==> src/core/cdba_pkg.sv <==
// Shared types and constants for the compare, decrement and BCD adjust unit
package cdba_pkg;

   localparam int DATA_W = 8;
   localparam int ADDR_W = 6;

   // Nibble limit and correction values for BCD adjustment
   localparam logic [3:0] BCD_NIBBLE_MAX = 4'h9;
   localparam logic [3:0] BCD_NIBBLE_FIX = 4'h6;

   // Reset values
   localparam logic [DATA_W-1:0] DATA_RST = 8'h00;
   localparam logic [ADDR_W-1:0] ADDR_RST = 6'h00;

   // Destination bit encoding
   localparam logic DEST_WORKING = 1'b0;
   localparam logic DEST_FILE    = 1'b1;

   // Cycles taken by a decrement-and-skip that skips
   localparam int SKIP_CYCLES = 2;

   typedef enum logic [2:0] {
      CDBA_OP_NONE          = 3'b000,
      CDBA_OP_COMPARE       = 3'b001,
      CDBA_OP_DEC           = 3'b010,
      CDBA_OP_DEC_SKIP      = 3'b011,
      CDBA_OP_BCD_ADJUST    = 3'b100
   } cdba_op_t;

   typedef enum logic [0:0] {
      CDBA_ST_RUN  = 1'b0,
      CDBA_ST_SKIP = 1'b1
   } cdba_state_t;

   // One issued instruction with its operands
   typedef struct packed {
      cdba_op_t            op;
      logic                dest;
      logic [ADDR_W-1:0]   file_addr;
      logic [DATA_W-1:0]   file_val;
      logic [DATA_W-1:0]   working_val;
      logic                carry_in;
      logic                half_carry_in;
   } cdba_req_t;

   // Write-back to working register, file and flags
   typedef struct packed {
      logic                working_we;
      logic [DATA_W-1:0]   working_data;
      logic                file_we;
      logic [ADDR_W-1:0]   file_addr;
      logic [DATA_W-1:0]   file_data;
      logic                zero_we;
      logic                zero_val;
      logic                carry_we;
      logic                carry_val;
   } cdba_wb_t;

   localparam cdba_wb_t WB_RST = '{
      working_we:   1'b0,
      working_data: DATA_RST,
      file_we:      1'b0,
      file_addr:    ADDR_RST,
      file_data:    DATA_RST,
      zero_we:      1'b0,
      zero_val:     1'b0,
      carry_we:     1'b0,
      carry_val:    1'b0
   };

endpackage

==> src/core/cdba_unit.sv <==
// Execution unit for compare, decrement, decrement-skip and BCD adjust
//
// How it works
// - Compare: file minus working sets zero and carry; nothing stored.
// - Decrement writes file value minus one to working or file, zero only.
// - Decrement-skip routes file value minus one by destination bit.
// - BCD adjust rewrites working register as packed decimal, carry only.
`timescale 1ns/1ps
module cdba_unit (
   input  wire logic                clk,
   input  wire logic                rst,
   input  wire logic                issue_valid,
   input  wire cdba_pkg::cdba_req_t issue,
   output cdba_pkg::cdba_wb_t       wb_q,
   output logic                     squash_q,
   output logic                     nop_q
);

   cdba_pkg::cdba_state_t state_q;
   cdba_pkg::cdba_state_t state_d;
   cdba_pkg::cdba_wb_t    wb_d;

   wire logic                        take;
   wire logic                        discard;
   wire logic                        is_cmp;
   wire logic                        is_dec;
   wire logic                        is_dsz;
   wire logic                        is_bcd;
   wire logic                        any_dec;
   wire logic [cdba_pkg::DATA_W:0]   cmp_diff;
   wire logic [cdba_pkg::DATA_W-1:0] dec_val;
   wire logic                        dec_zero;
   wire logic                        to_file;
   wire logic [cdba_pkg::DATA_W-1:0] bcd_val;
   wire logic                        bcd_carry;
   wire logic                        skip_now;

   // Two nibbles and a single squash state are all the logic can serve
   if (cdba_pkg::DATA_W != 8) begin : g_data_w_check
      $error("cdba_unit: datapath must be two nibbles wide");
   end
   if (cdba_pkg::SKIP_CYCLES != 2) begin : g_skip_check
      $error("cdba_unit: a skip must last exactly two cycles");
   end
   if (cdba_pkg::ADDR_W < 1) begin : g_addr_w_check
      $error("cdba_unit: file address needs at least one bit");
   end

   // In skip state the next issue is the prefetched one and is dropped
   assign discard = issue_valid & (state_q == cdba_pkg::CDBA_ST_SKIP);
   assign take    = issue_valid & (state_q == cdba_pkg::CDBA_ST_RUN);

   assign is_cmp  = take & (issue.op == cdba_pkg::CDBA_OP_COMPARE);
   assign is_dec  = take & (issue.op == cdba_pkg::CDBA_OP_DEC);
   assign is_dsz  = take & (issue.op == cdba_pkg::CDBA_OP_DEC_SKIP);
   assign is_bcd  = take & (issue.op == cdba_pkg::CDBA_OP_BCD_ADJUST);
   assign any_dec = is_dec | is_dsz;

   // Extra top bit is the inverted borrow, i.e. carry set when no borrow
   assign cmp_diff = {1'b0, issue.file_val}
                     + {1'b0, ~issue.working_val}
                     + {{cdba_pkg::DATA_W{1'b0}}, 1'b1};

   assign dec_val  = issue.file_val - 8'h01;
   assign dec_zero = (dec_val == cdba_pkg::DATA_RST);
   assign to_file  = (issue.dest == cdba_pkg::DEST_FILE);
   assign skip_now = is_dsz & dec_zero;

   // The adjust trusts the flags of the addition just before it
   cdba_bcd_adjust u_bcd (
      .bin_val       (issue.working_val),
      .carry_in      (issue.carry_in),
      .half_carry_in (issue.half_carry_in),
      .bcd_val       (bcd_val),
      .carry_out     (bcd_carry)
   );

   // Write-back fields picked per op; taken ops are mutually exclusive
   wire logic                        cmp_zero;
   wire logic                        cmp_carry;
   wire logic                        wb_working_we;
   wire logic [cdba_pkg::DATA_W-1:0] wb_working_data;
   wire logic                        wb_file_we;
   wire logic [cdba_pkg::DATA_W-1:0] wb_file_data;
   wire logic                        wb_zero_we;
   wire logic                        wb_zero_val;
   wire logic                        wb_carry_we;
   wire logic                        wb_carry_val;

   assign cmp_zero  = (cmp_diff[cdba_pkg::DATA_W-1:0]
                       == cdba_pkg::DATA_RST);
   assign cmp_carry = cmp_diff[cdba_pkg::DATA_W];

   // Compare writes neither operand back
   assign wb_working_we   = (any_dec & ~to_file)
                            | is_bcd;
   assign wb_working_data = is_bcd  ? bcd_val
                          : any_dec ? dec_val
                          : cdba_pkg::DATA_RST;
   assign wb_file_we      = any_dec & to_file;
   assign wb_file_data    = any_dec ? dec_val : cdba_pkg::DATA_RST;

   // Adjust leaves zero alone, decrement leaves carry alone
   assign wb_zero_we      = is_cmp | any_dec;
   assign wb_zero_val     = is_cmp  ? cmp_zero
                          : any_dec ? dec_zero
                          : 1'b0;
   assign wb_carry_we     = is_cmp | is_bcd;
   assign wb_carry_val    = is_cmp ? cmp_carry
                          : is_bcd ? bcd_carry
                          : 1'b0;

   // Address follows the issue even when nothing is written
   assign wb_d = '{
      working_we:   wb_working_we,
      working_data: wb_working_data,
      file_we:      wb_file_we,
      file_addr:    issue.file_addr,
      file_data:    wb_file_data,
      zero_we:      wb_zero_we,
      zero_val:     wb_zero_val,
      carry_we:     wb_carry_we,
      carry_val:    wb_carry_val
   };

   always_comb begin
      state_d = state_q;
      case (state_q)
         cdba_pkg::CDBA_ST_RUN: begin
            if (skip_now) begin
               state_d = cdba_pkg::CDBA_ST_SKIP;
            end
         end
         cdba_pkg::CDBA_ST_SKIP: begin
            // Waits for the prefetched instruction, then back to run
            if (issue_valid) begin
               state_d = cdba_pkg::CDBA_ST_RUN;
            end
         end
         default: begin
            state_d = cdba_pkg::CDBA_ST_RUN;
         end
      endcase
   end

   always_ff @(posedge clk) begin
      if (rst) begin
         state_q <= cdba_pkg::CDBA_ST_RUN;
      end else begin
         state_q <= state_d;
      end
   end

   always_ff @(posedge clk) begin
      if (rst) begin
         wb_q <= cdba_pkg::WB_RST;
      end else begin
         wb_q <= wb_d;
      end
   end

   // One pulse per decrement-skip zero result, so the core squashes exactly one fetch
   always_ff @(posedge clk) begin
      if (rst) begin
         squash_q <= 1'b0;
      end else begin
         squash_q <= skip_now;
      end
   end

   always_ff @(posedge clk) begin
      if (rst) begin
         nop_q <= 1'b0;
      end else begin
         nop_q <= discard;
      end
   end

endmodule // cdba_unit

==> src/core/cdba_bcd_adjust.sv <==
// Combinational packed-decimal correction of the working register
`timescale 1ns/1ps
module cdba_bcd_adjust (
   input  wire logic [cdba_pkg::DATA_W-1:0] bin_val,
   input  wire logic                        carry_in,
   input  wire logic                        half_carry_in,
   output logic      [cdba_pkg::DATA_W-1:0] bcd_val,
   output logic                             carry_out
);

   wire logic       lo_fix;
   wire logic [4:0] lo_sum;
   wire logic [3:0] hi_mid;
   wire logic       hi_fix;
   wire logic [4:0] hi_sum;

   // Low nibble first; its carry ripples into the high one
   assign lo_fix = (bin_val[3:0] > cdba_pkg::BCD_NIBBLE_MAX)
                   | half_carry_in;
   assign lo_sum = {1'b0, bin_val[3:0]}
                   + (lo_fix ? {1'b0, cdba_pkg::BCD_NIBBLE_FIX} : 5'h00);
   assign hi_mid = bin_val[7:4] + {3'h0, lo_sum[4]};
   // A ripple that wraps the high nibble counts as decimal overflow
   assign hi_fix = (hi_mid > cdba_pkg::BCD_NIBBLE_MAX) | carry_in
                   | (lo_sum[4] & (bin_val[7:4] == 4'hf));
   assign hi_sum = {1'b0, hi_mid}
                   + (hi_fix ? {1'b0, cdba_pkg::BCD_NIBBLE_FIX} : 5'h00);

   assign bcd_val   = {hi_sum[3:0], lo_sum[3:0]};
   assign carry_out = hi_fix;

endmodule // cdba_bcd_adjust

==> config.mk <==
export PLATFORM = sky130hd
export DESIGN_NAME = cdba_unit
export DESIGN_NICKNAME = d
export VERILOG_FILES = /design/src/core/cdba_pkg.sv /design/src/core/cdba_unit.sv /design/src/core/cdba_bcd_adjust.sv
export SDC_FILE = /design/constraint.sdc
export NUM_CORES = 1
export LEC_CHECK = 0
export BUFFER_PORTS_ARGS = -buffer_cell sky130_fd_sc_hd__buf_2
export CAP_MARGIN = 10
export CORE_ASPECT_RATIO = 1.25
export CORE_UTILIZATION = 23
export CTS_BUF_LIST = sky130_fd_sc_hd__clkbuf_8
export CTS_CLUSTER_SIZE = 14
export DETAILED_ROUTE_END_ITERATION = 7
export PLACE_DENSITY = 0.56
export RECOVER_POWER = 100
export SLEW_MARGIN = 20
export SYNTH_ARGS = -nofsm -noshare
export SYNTH_HDL_FRONTEND = slang
export SYNTH_SLANG_ARGS = --single-unit
==> constraint.sdc <==
create_clock -name clk -period 3.3 [get_ports clk]
set_clock_uncertainty 0.1 [all_clocks]
set_input_delay 0.33 -clock clk [delete_from_list [all_inputs] [get_ports clk]]
set_output_delay 0.33 -clock clk [all_outputs]
set_load 0.01 [all_outputs]
Yosys cells after proc, flatten, opt, wreduce, memory -nomap -nowiden
Index checks and enable logic that the tools add are counted.
Widths: inputs -> output; s select.
- flip-flop bits (word level): 31
- memories kept: 0
- word-level logic and storage cells: 58
- latch bits: 0
- bits in writable memories: 0
- bits in read-only memories: 0
- div/mod/pow operators: 0
- magnitude comparators: 2
- bitwise operators: 20
- equality and inequality tests: 5
- $mul: 0
- reductions and logical operators: 2
- shift operators: 0
- muxes and demuxes: 11
- add/sub/neg operators: 6
- operators by type and width (operator ; count):
    $logic_not 8->1 ; 2
    $mux 8 ; 2
    $and 1x1->1 ; 10
    $add 8x8->9 ; 1
    $add 9x1->9 const B ; 1
    $gt 4x4->1 const B ; 2
    $not 8->8 ; 1
    $sub 8x1->8 const B ; 1
    $or 1x1->1 ; 7
    $eq 3x2->1 const B ; 2
    $mux 1 ; 6
    $mux 3 ; 2
    $add 4x5->5 ; 1
    $add 4x1->4 ; 1
    $add 4x4->4 ; 1
    $eq 4x4->1 const B ; 1
    $eq 3x1->1 const B ; 1
    $eq 3x3->1 const B ; 1
    $not 1->1 ; 2
    $pmux 1 s2 ; 1

Logic depth before layout (Yosys ltp)
- word-level depth: 11
- mapped depth: 18

Modules after synthesis
A second synthesis with hierarchy kept.
- cell total of the unflattened synthesis: 191
- area, all modules: 1670.4 µm²
- modules (own cells, without submodules) (module ; instances ; area an instance (µm²) ; cells each):
    cdba_unit ; 1 ; 1433.9 ; 165
    cdba_bcd_adjust ; 1 ; 236.5 ; 26

Worst setup path before layout
No wires, ideal clock.
- path kind: input to register
- from: input issue[4] in the netlist's numbering
- to: register wb_q[26] in the netlist's numbering
- library setup time: 128 ps
- buffers on the path: 0
- data arrival time: 3241 ps
- slack: -168 ps
- stages: 17
- cell sequence: o21ai_0 nand2b_1 ha_1 a21oi_1 nor2_1 ha_1 ha_1 o221ai_1 o21ai_0 a221oi_1 inv_1 ha_1 fa_1 xor2_1 xnor2_1 a22oi_1 nor2_1
- word-level cells in the longest chain between the ends: 11
- ends and longest elaborated chain (element ; RTL line ; RTL):
    start, declared ; cdba_unit.sv:13 ; input wire cdba_pkg::cdba_req_t issue,
    $gt 4x4->1 ; cdba_bcd_adjust.sv:18 ; assign lo_fix = (bin_val[3:0] > cdba_pkg::BCD_NIBBLE_MAX)
    $or 1x1->1 ; cdba_bcd_adjust.sv:19 ; | half_carry_in;
    $mux 3 ; cdba_bcd_adjust.sv:21 ; + (lo_fix ? {1'b0, cdba_pkg::BCD_NIBBLE_FIX} : 5'h00);
    $add 4x5->5 * ; cdba_bcd_adjust.sv:21 ;
    $add 4x1->4 ; cdba_bcd_adjust.sv:22 ; assign hi_mid = bin_val[7:4] + {3'h0, lo_sum[4]};
    $gt 4x4->1 ; cdba_bcd_adjust.sv:24 ; assign hi_fix = (hi_mid > cdba_pkg::BCD_NIBBLE_MAX) | carry_in
    $or 1x1->1 ; cdba_bcd_adjust.sv:24 ;
    $or 1x1->1 ; cdba_bcd_adjust.sv:25 ; | (lo_sum[4] & (bin_val[7:4] == 4'hf));
    $mux 3 ; cdba_bcd_adjust.sv:27 ; + (hi_fix ? {1'b0, cdba_pkg::BCD_NIBBLE_FIX} : 5'h00);
    $add 4x4->4 * ; cdba_bcd_adjust.sv:27 ;
    $mux 8 * ; cdba_unit.sv:97 ; assign wb_working_data = is_bcd ? bcd_val
    end signal, assigned ; cdba_unit.sv:156 ; wb_q <= cdba_pkg::WB_RST;
    end signal, assigned ; cdba_unit.sv:158 ; wb_q <= wb_d;
    end, declared ; cdba_unit.sv:14 ; output cdba_pkg::cdba_wb_t wb_q,
Every way passes the cells marked *; elsewhere a longest branch is shown, timed or not.
A chain may end at the register's enable or synchronous reset.

Worst setup path in the final report
- from: input issue[3] in the netlist's numbering
- to: register wb_q[26] in the netlist's numbering
The elaborated chain is that of the path after synthesis.

==> metrics.md <==
| Metric | Value |
|---|---|
| Status | finished clean |
| PwrDens | 410 nW/um^2 |
| Max FO, Critical Path | 3 |
| RSZ-0062 raised after global routing | yes |
| Min Tclk post-route | 3.19 ns |
| Die X-Extent | 79.6 um |
| Synth Area in Simple Gates | 0.267 |
| Layout area overhead | 37.5% |
| ANT nets after route | 0 |
| Vias in the first global route | 1610 |
| Core ar. | 7310 sq um |
| Synth Area in Compound Gates | 0.142 |
| Fmax achieved | 314 MHz |
| Worst-path clk slew | 0.07 ns |
| Synthesis-stage register bit count | 31 |
| Detailed Route WL | 4.67 mm |
| CP max stage cell | fa_2 |
| Worst r2r dst | wb_q[2]$_SDFF_PP0_ |
| Setup Viol. Count Final | 0 |
| CP Buf/Inv Count | 2 |
| Largest net degree at the start of global routing | 21 |
| Area occupied by multi-input gates | 1100 sq um |
| Number of synthesized flops with an enable pin | 0 |
| Total number of H-tree levels | 2 |
| DR vias | 1654 |
| Leakage Power | 0.00102 uW |
| Vias per cell | 4.51 |
| Register Area | 621 sq um |
| WHS | 0.156 ns |
| I/O pin cnt | 61 |
| Final setup TNS | 0 ns |
| Kind of critical path | primary input to register |
| Nets | 322 |
| FF-to-FF Start | state_q$_SDFF_PP0_ |
| Total global-route track usage | 0.125 |
| Proportion of synthesized area in mux cells | 0.00650 |
| Router iterations before antenna repair | 4 |
| Combinational group share of total power | 0.213 |
| Number of fill cells | 798 |
| Top FF cell, synth | dfxtp_1 |
| Crit-path leading delay family | adder cells |
| Port buffer count | 60 |
| Row count | 35 |
| Endpoint, Worst Hold | wb_q[15]$_SDFF_PP0_ |
| Mapped Area | 1730 sq um |
| Commonest non-fill, non-tap cell in the layout | dfxtp_1 |
| Maximum capacitance violations | 0 |
| Synth Area per Inst | 8.80 sq um |
| Drt wl/cell | 12.7 um |
| Share of layout cells above drive strength 1 | 0.240 |
| Post-synthesis cell type count | 46 |
| Peak VDD IR | 0.239 mV |
| Overflow after GRT | 0 |
| Crit start category | primary input |
| Mapped Cells | 197 |
| Die Y | 99.0 um |
| Hold Path Stages | 2 |
| Critical Path AT | 3.25 ns |
| Initial antenna violation count | 0 |
| Initial Util | 0.237 |
| CP Cell Sequence | buf_6 -> o21ai_2 -> nand2b_1 -> ha_1 -> a21oi_2 -> nor2_2 -> ha_4 -> ha_4 -> o221ai_2 -> o21ai_2 -> a221oi_2 -> inv_1 -> ha_2 -> fa_2 -> xor2_1 -> xnor2_1 -> a22oi_1 -> nor2_1 |
| Post-Synth Adder-Cell Area | 0.131 |
| Placer Congestion | 0.826 |
| Global-route wire length before repair | 7.51 mm |
| Number of diodes | 0 |
| Syn nets | 245 |
| First DRT Iteration DRCs | 35 |
| Flop pwr share | 0.396 |
| Worst min path class | primary input to register |
| TritonCTS clock tree | yes |
| Sw Share | 0.259 |
| Root buffer cell | clkbuf_8 |
| Share of flip-flops with an asynchronous set or reset | 0 |
| Critical path capture point type | register |
| Max incr delay on CP | 0.35 ns |
| # DRC | 0 |
| R2r worst-path depth | 5 |
| Commonest non-fill, non-tap cells in the layout | dfxtp_1, clkbuf_1, buf_2 |
| # clock sinks | 31 |
| Fraction of the yosys area taken by sequential cells | 0.358 |
| Final Cycle Share | 0.966 |
| Clock share of power | 0.390 |
| Largest family of logic cells by synthesized area | simple AND/OR/NAND/NOR gates |
| Clk_lat worst skew | 0.27 ns |
| Yosys warns | 0 |
| Post-Synth XOR/XNOR Area | 0.0556 |
| DP Wirelength | 3.77 mm |
| Flop-to-flop setup slack | 1.29 ns |
| Worst-Margin Slew | 0.398 ns |
| Switch Pwr | 253 uW |
| Pint | 724 uW |
| Final Hold Viols | 0 |
| CTS Buffer Depth | 2 |
| HP Start | issue[21] |
| Max-slew headroom | 0.731 |
| WP data required | 3.36 ns |
| TritonCTS Buffers | 5 |
| DIE AREA | 7890 sq um |
| Final slew viol count | 0 |
## flip-flops by register name, indices dropped and copies added, names as in the netlist
register / flops
squash_q: 1
nop_q: 1
state_q: 1
wb_q: 28
## through the flow
stage / setup WS [ns] / util / instances / total power (uW) / cell area, sq um
finish: 0.113 / 0.326 / 367 / 977 / 2380
global route: -0.0371 / 0.326 / 367 / 1030 / 2380
CTS: 0.0138 / 0.322 / 364 / 979 / 2360
detailed placement: -0.313 / 0.305 / 355 / 593 / 2230
global placement: -0.155 / 0.305 / 355 / 590 / 2230
floorplan: 0.0119 / - / 197 / 511 / 1760
## repair_timing
item | CTS | global route
endpoints found under the setup margin | 1 | 2
resized for setup | 0 | 10
buffers inserted | 1 | 3
pin swaps | 1 | 14
endpoints found under the hold margin | 0 | 0
hold buffers | 0 | 0
gates cloned | 0 | 0
## power groups by stage
stage	Sequential, uW	Combinational [uW]	Clock, uW
2_1_floorplan	401	110	0
3_3_place_gp	395	194	0
3_5_place_dp	395	197	0
4_1_cts	387	200	392
5_1_grt	388	232	413
6_report	387	208	381
## area by class of cell
class                   instances  area share
well taps                      92      0.0483
repair buffers                 73       0.156
clock inverters                 2      0.0147
inverters                      15      0.0236
clock buffers                   6      0.0346
multi-input cells             148       0.462
flip-flops and latches         31       0.260
## how the worst max path moves through the flow
stage	start	to	slack, ns	depth (start not counted)
2_1_floorplan	issue[4]	wb_q[26]$_SDFF_PP0_	0.01	17
3_3_place_gp	issue[4]	wb_q[26]$_SDFF_PP0_	-0.16	18
3_5_place_dp	issue[4]	wb_q[26]$_SDFF_PP0_	-0.31	18
4_1_cts	issue[4]	wb_q[26]$_SDFF_PP0_	0.01	18
5_1_grt	issue[3]	wb_q[26]$_SDFF_PP0_	-0.04	18
6_report	issue[3]	wb_q[26]$_SDFF_PP0_	0.11	18
## worst reg2reg max path: cells and delay by family (launching register included)
family | cells | cell delay, ns
compound gates | 1 | 0.47
flops | 1 | 0.36
simple gates | 4 | 0.96
## routing by layer
metal	global-route usage	part of all wire	vias up
met5	0	0	-
met4	0.0601	0.024	0
met3	0.0269	0.053	8
met2	0.214	0.49	49
met1	0.144	0.43	748
li1	-	-	849
## kinds of logic (layout without fill, tap and decap cells)
family / Yosys count / count (layout)
buf+inv: 18 / 96
flops: 31 / 31
compound gates: 37 / 37
xor+xnor: 11 / 11
fa+ha+maj: 17 / 17
mux: 1 / 1
simple gates: 82 / 82
## cells in the mapped netlist, types with 2 or more instances
library cell / n / share of area
a22oi_1: 3 / 0.013
o21ai_0: 6 / 0.017
and3_1: 2 / 0.0072
ha_1: 15 / 0.11
fa_1: 2 / 0.023
nand3b_1: 4 / 0.017
dfxtp_1: 31 / 0.36
nor4_1: 5 / 0.018
a31oi_1: 2 / 0.0072
and3b_1: 3 / 0.015
nor3_1: 3 / 0.0087
nand2_1: 6 / 0.013
nor2b_1: 11 / 0.040
nand3_1: 5 / 0.014
nand2b_1: 5 / 0.018
and2_1: 2 / 0.0072
xor2_1: 3 / 0.015
inv_1: 15 / 0.032
a21oi_1: 9 / 0.026
xnor2_1: 8 / 0.040
clkbuf_1: 3 / 0.0065
nor2_1: 27 / 0.058
nor3b_1: 3 / 0.013
nand4_1: 2 / 0.0072
Note: power is estimated with default switching activity, not from simulation.
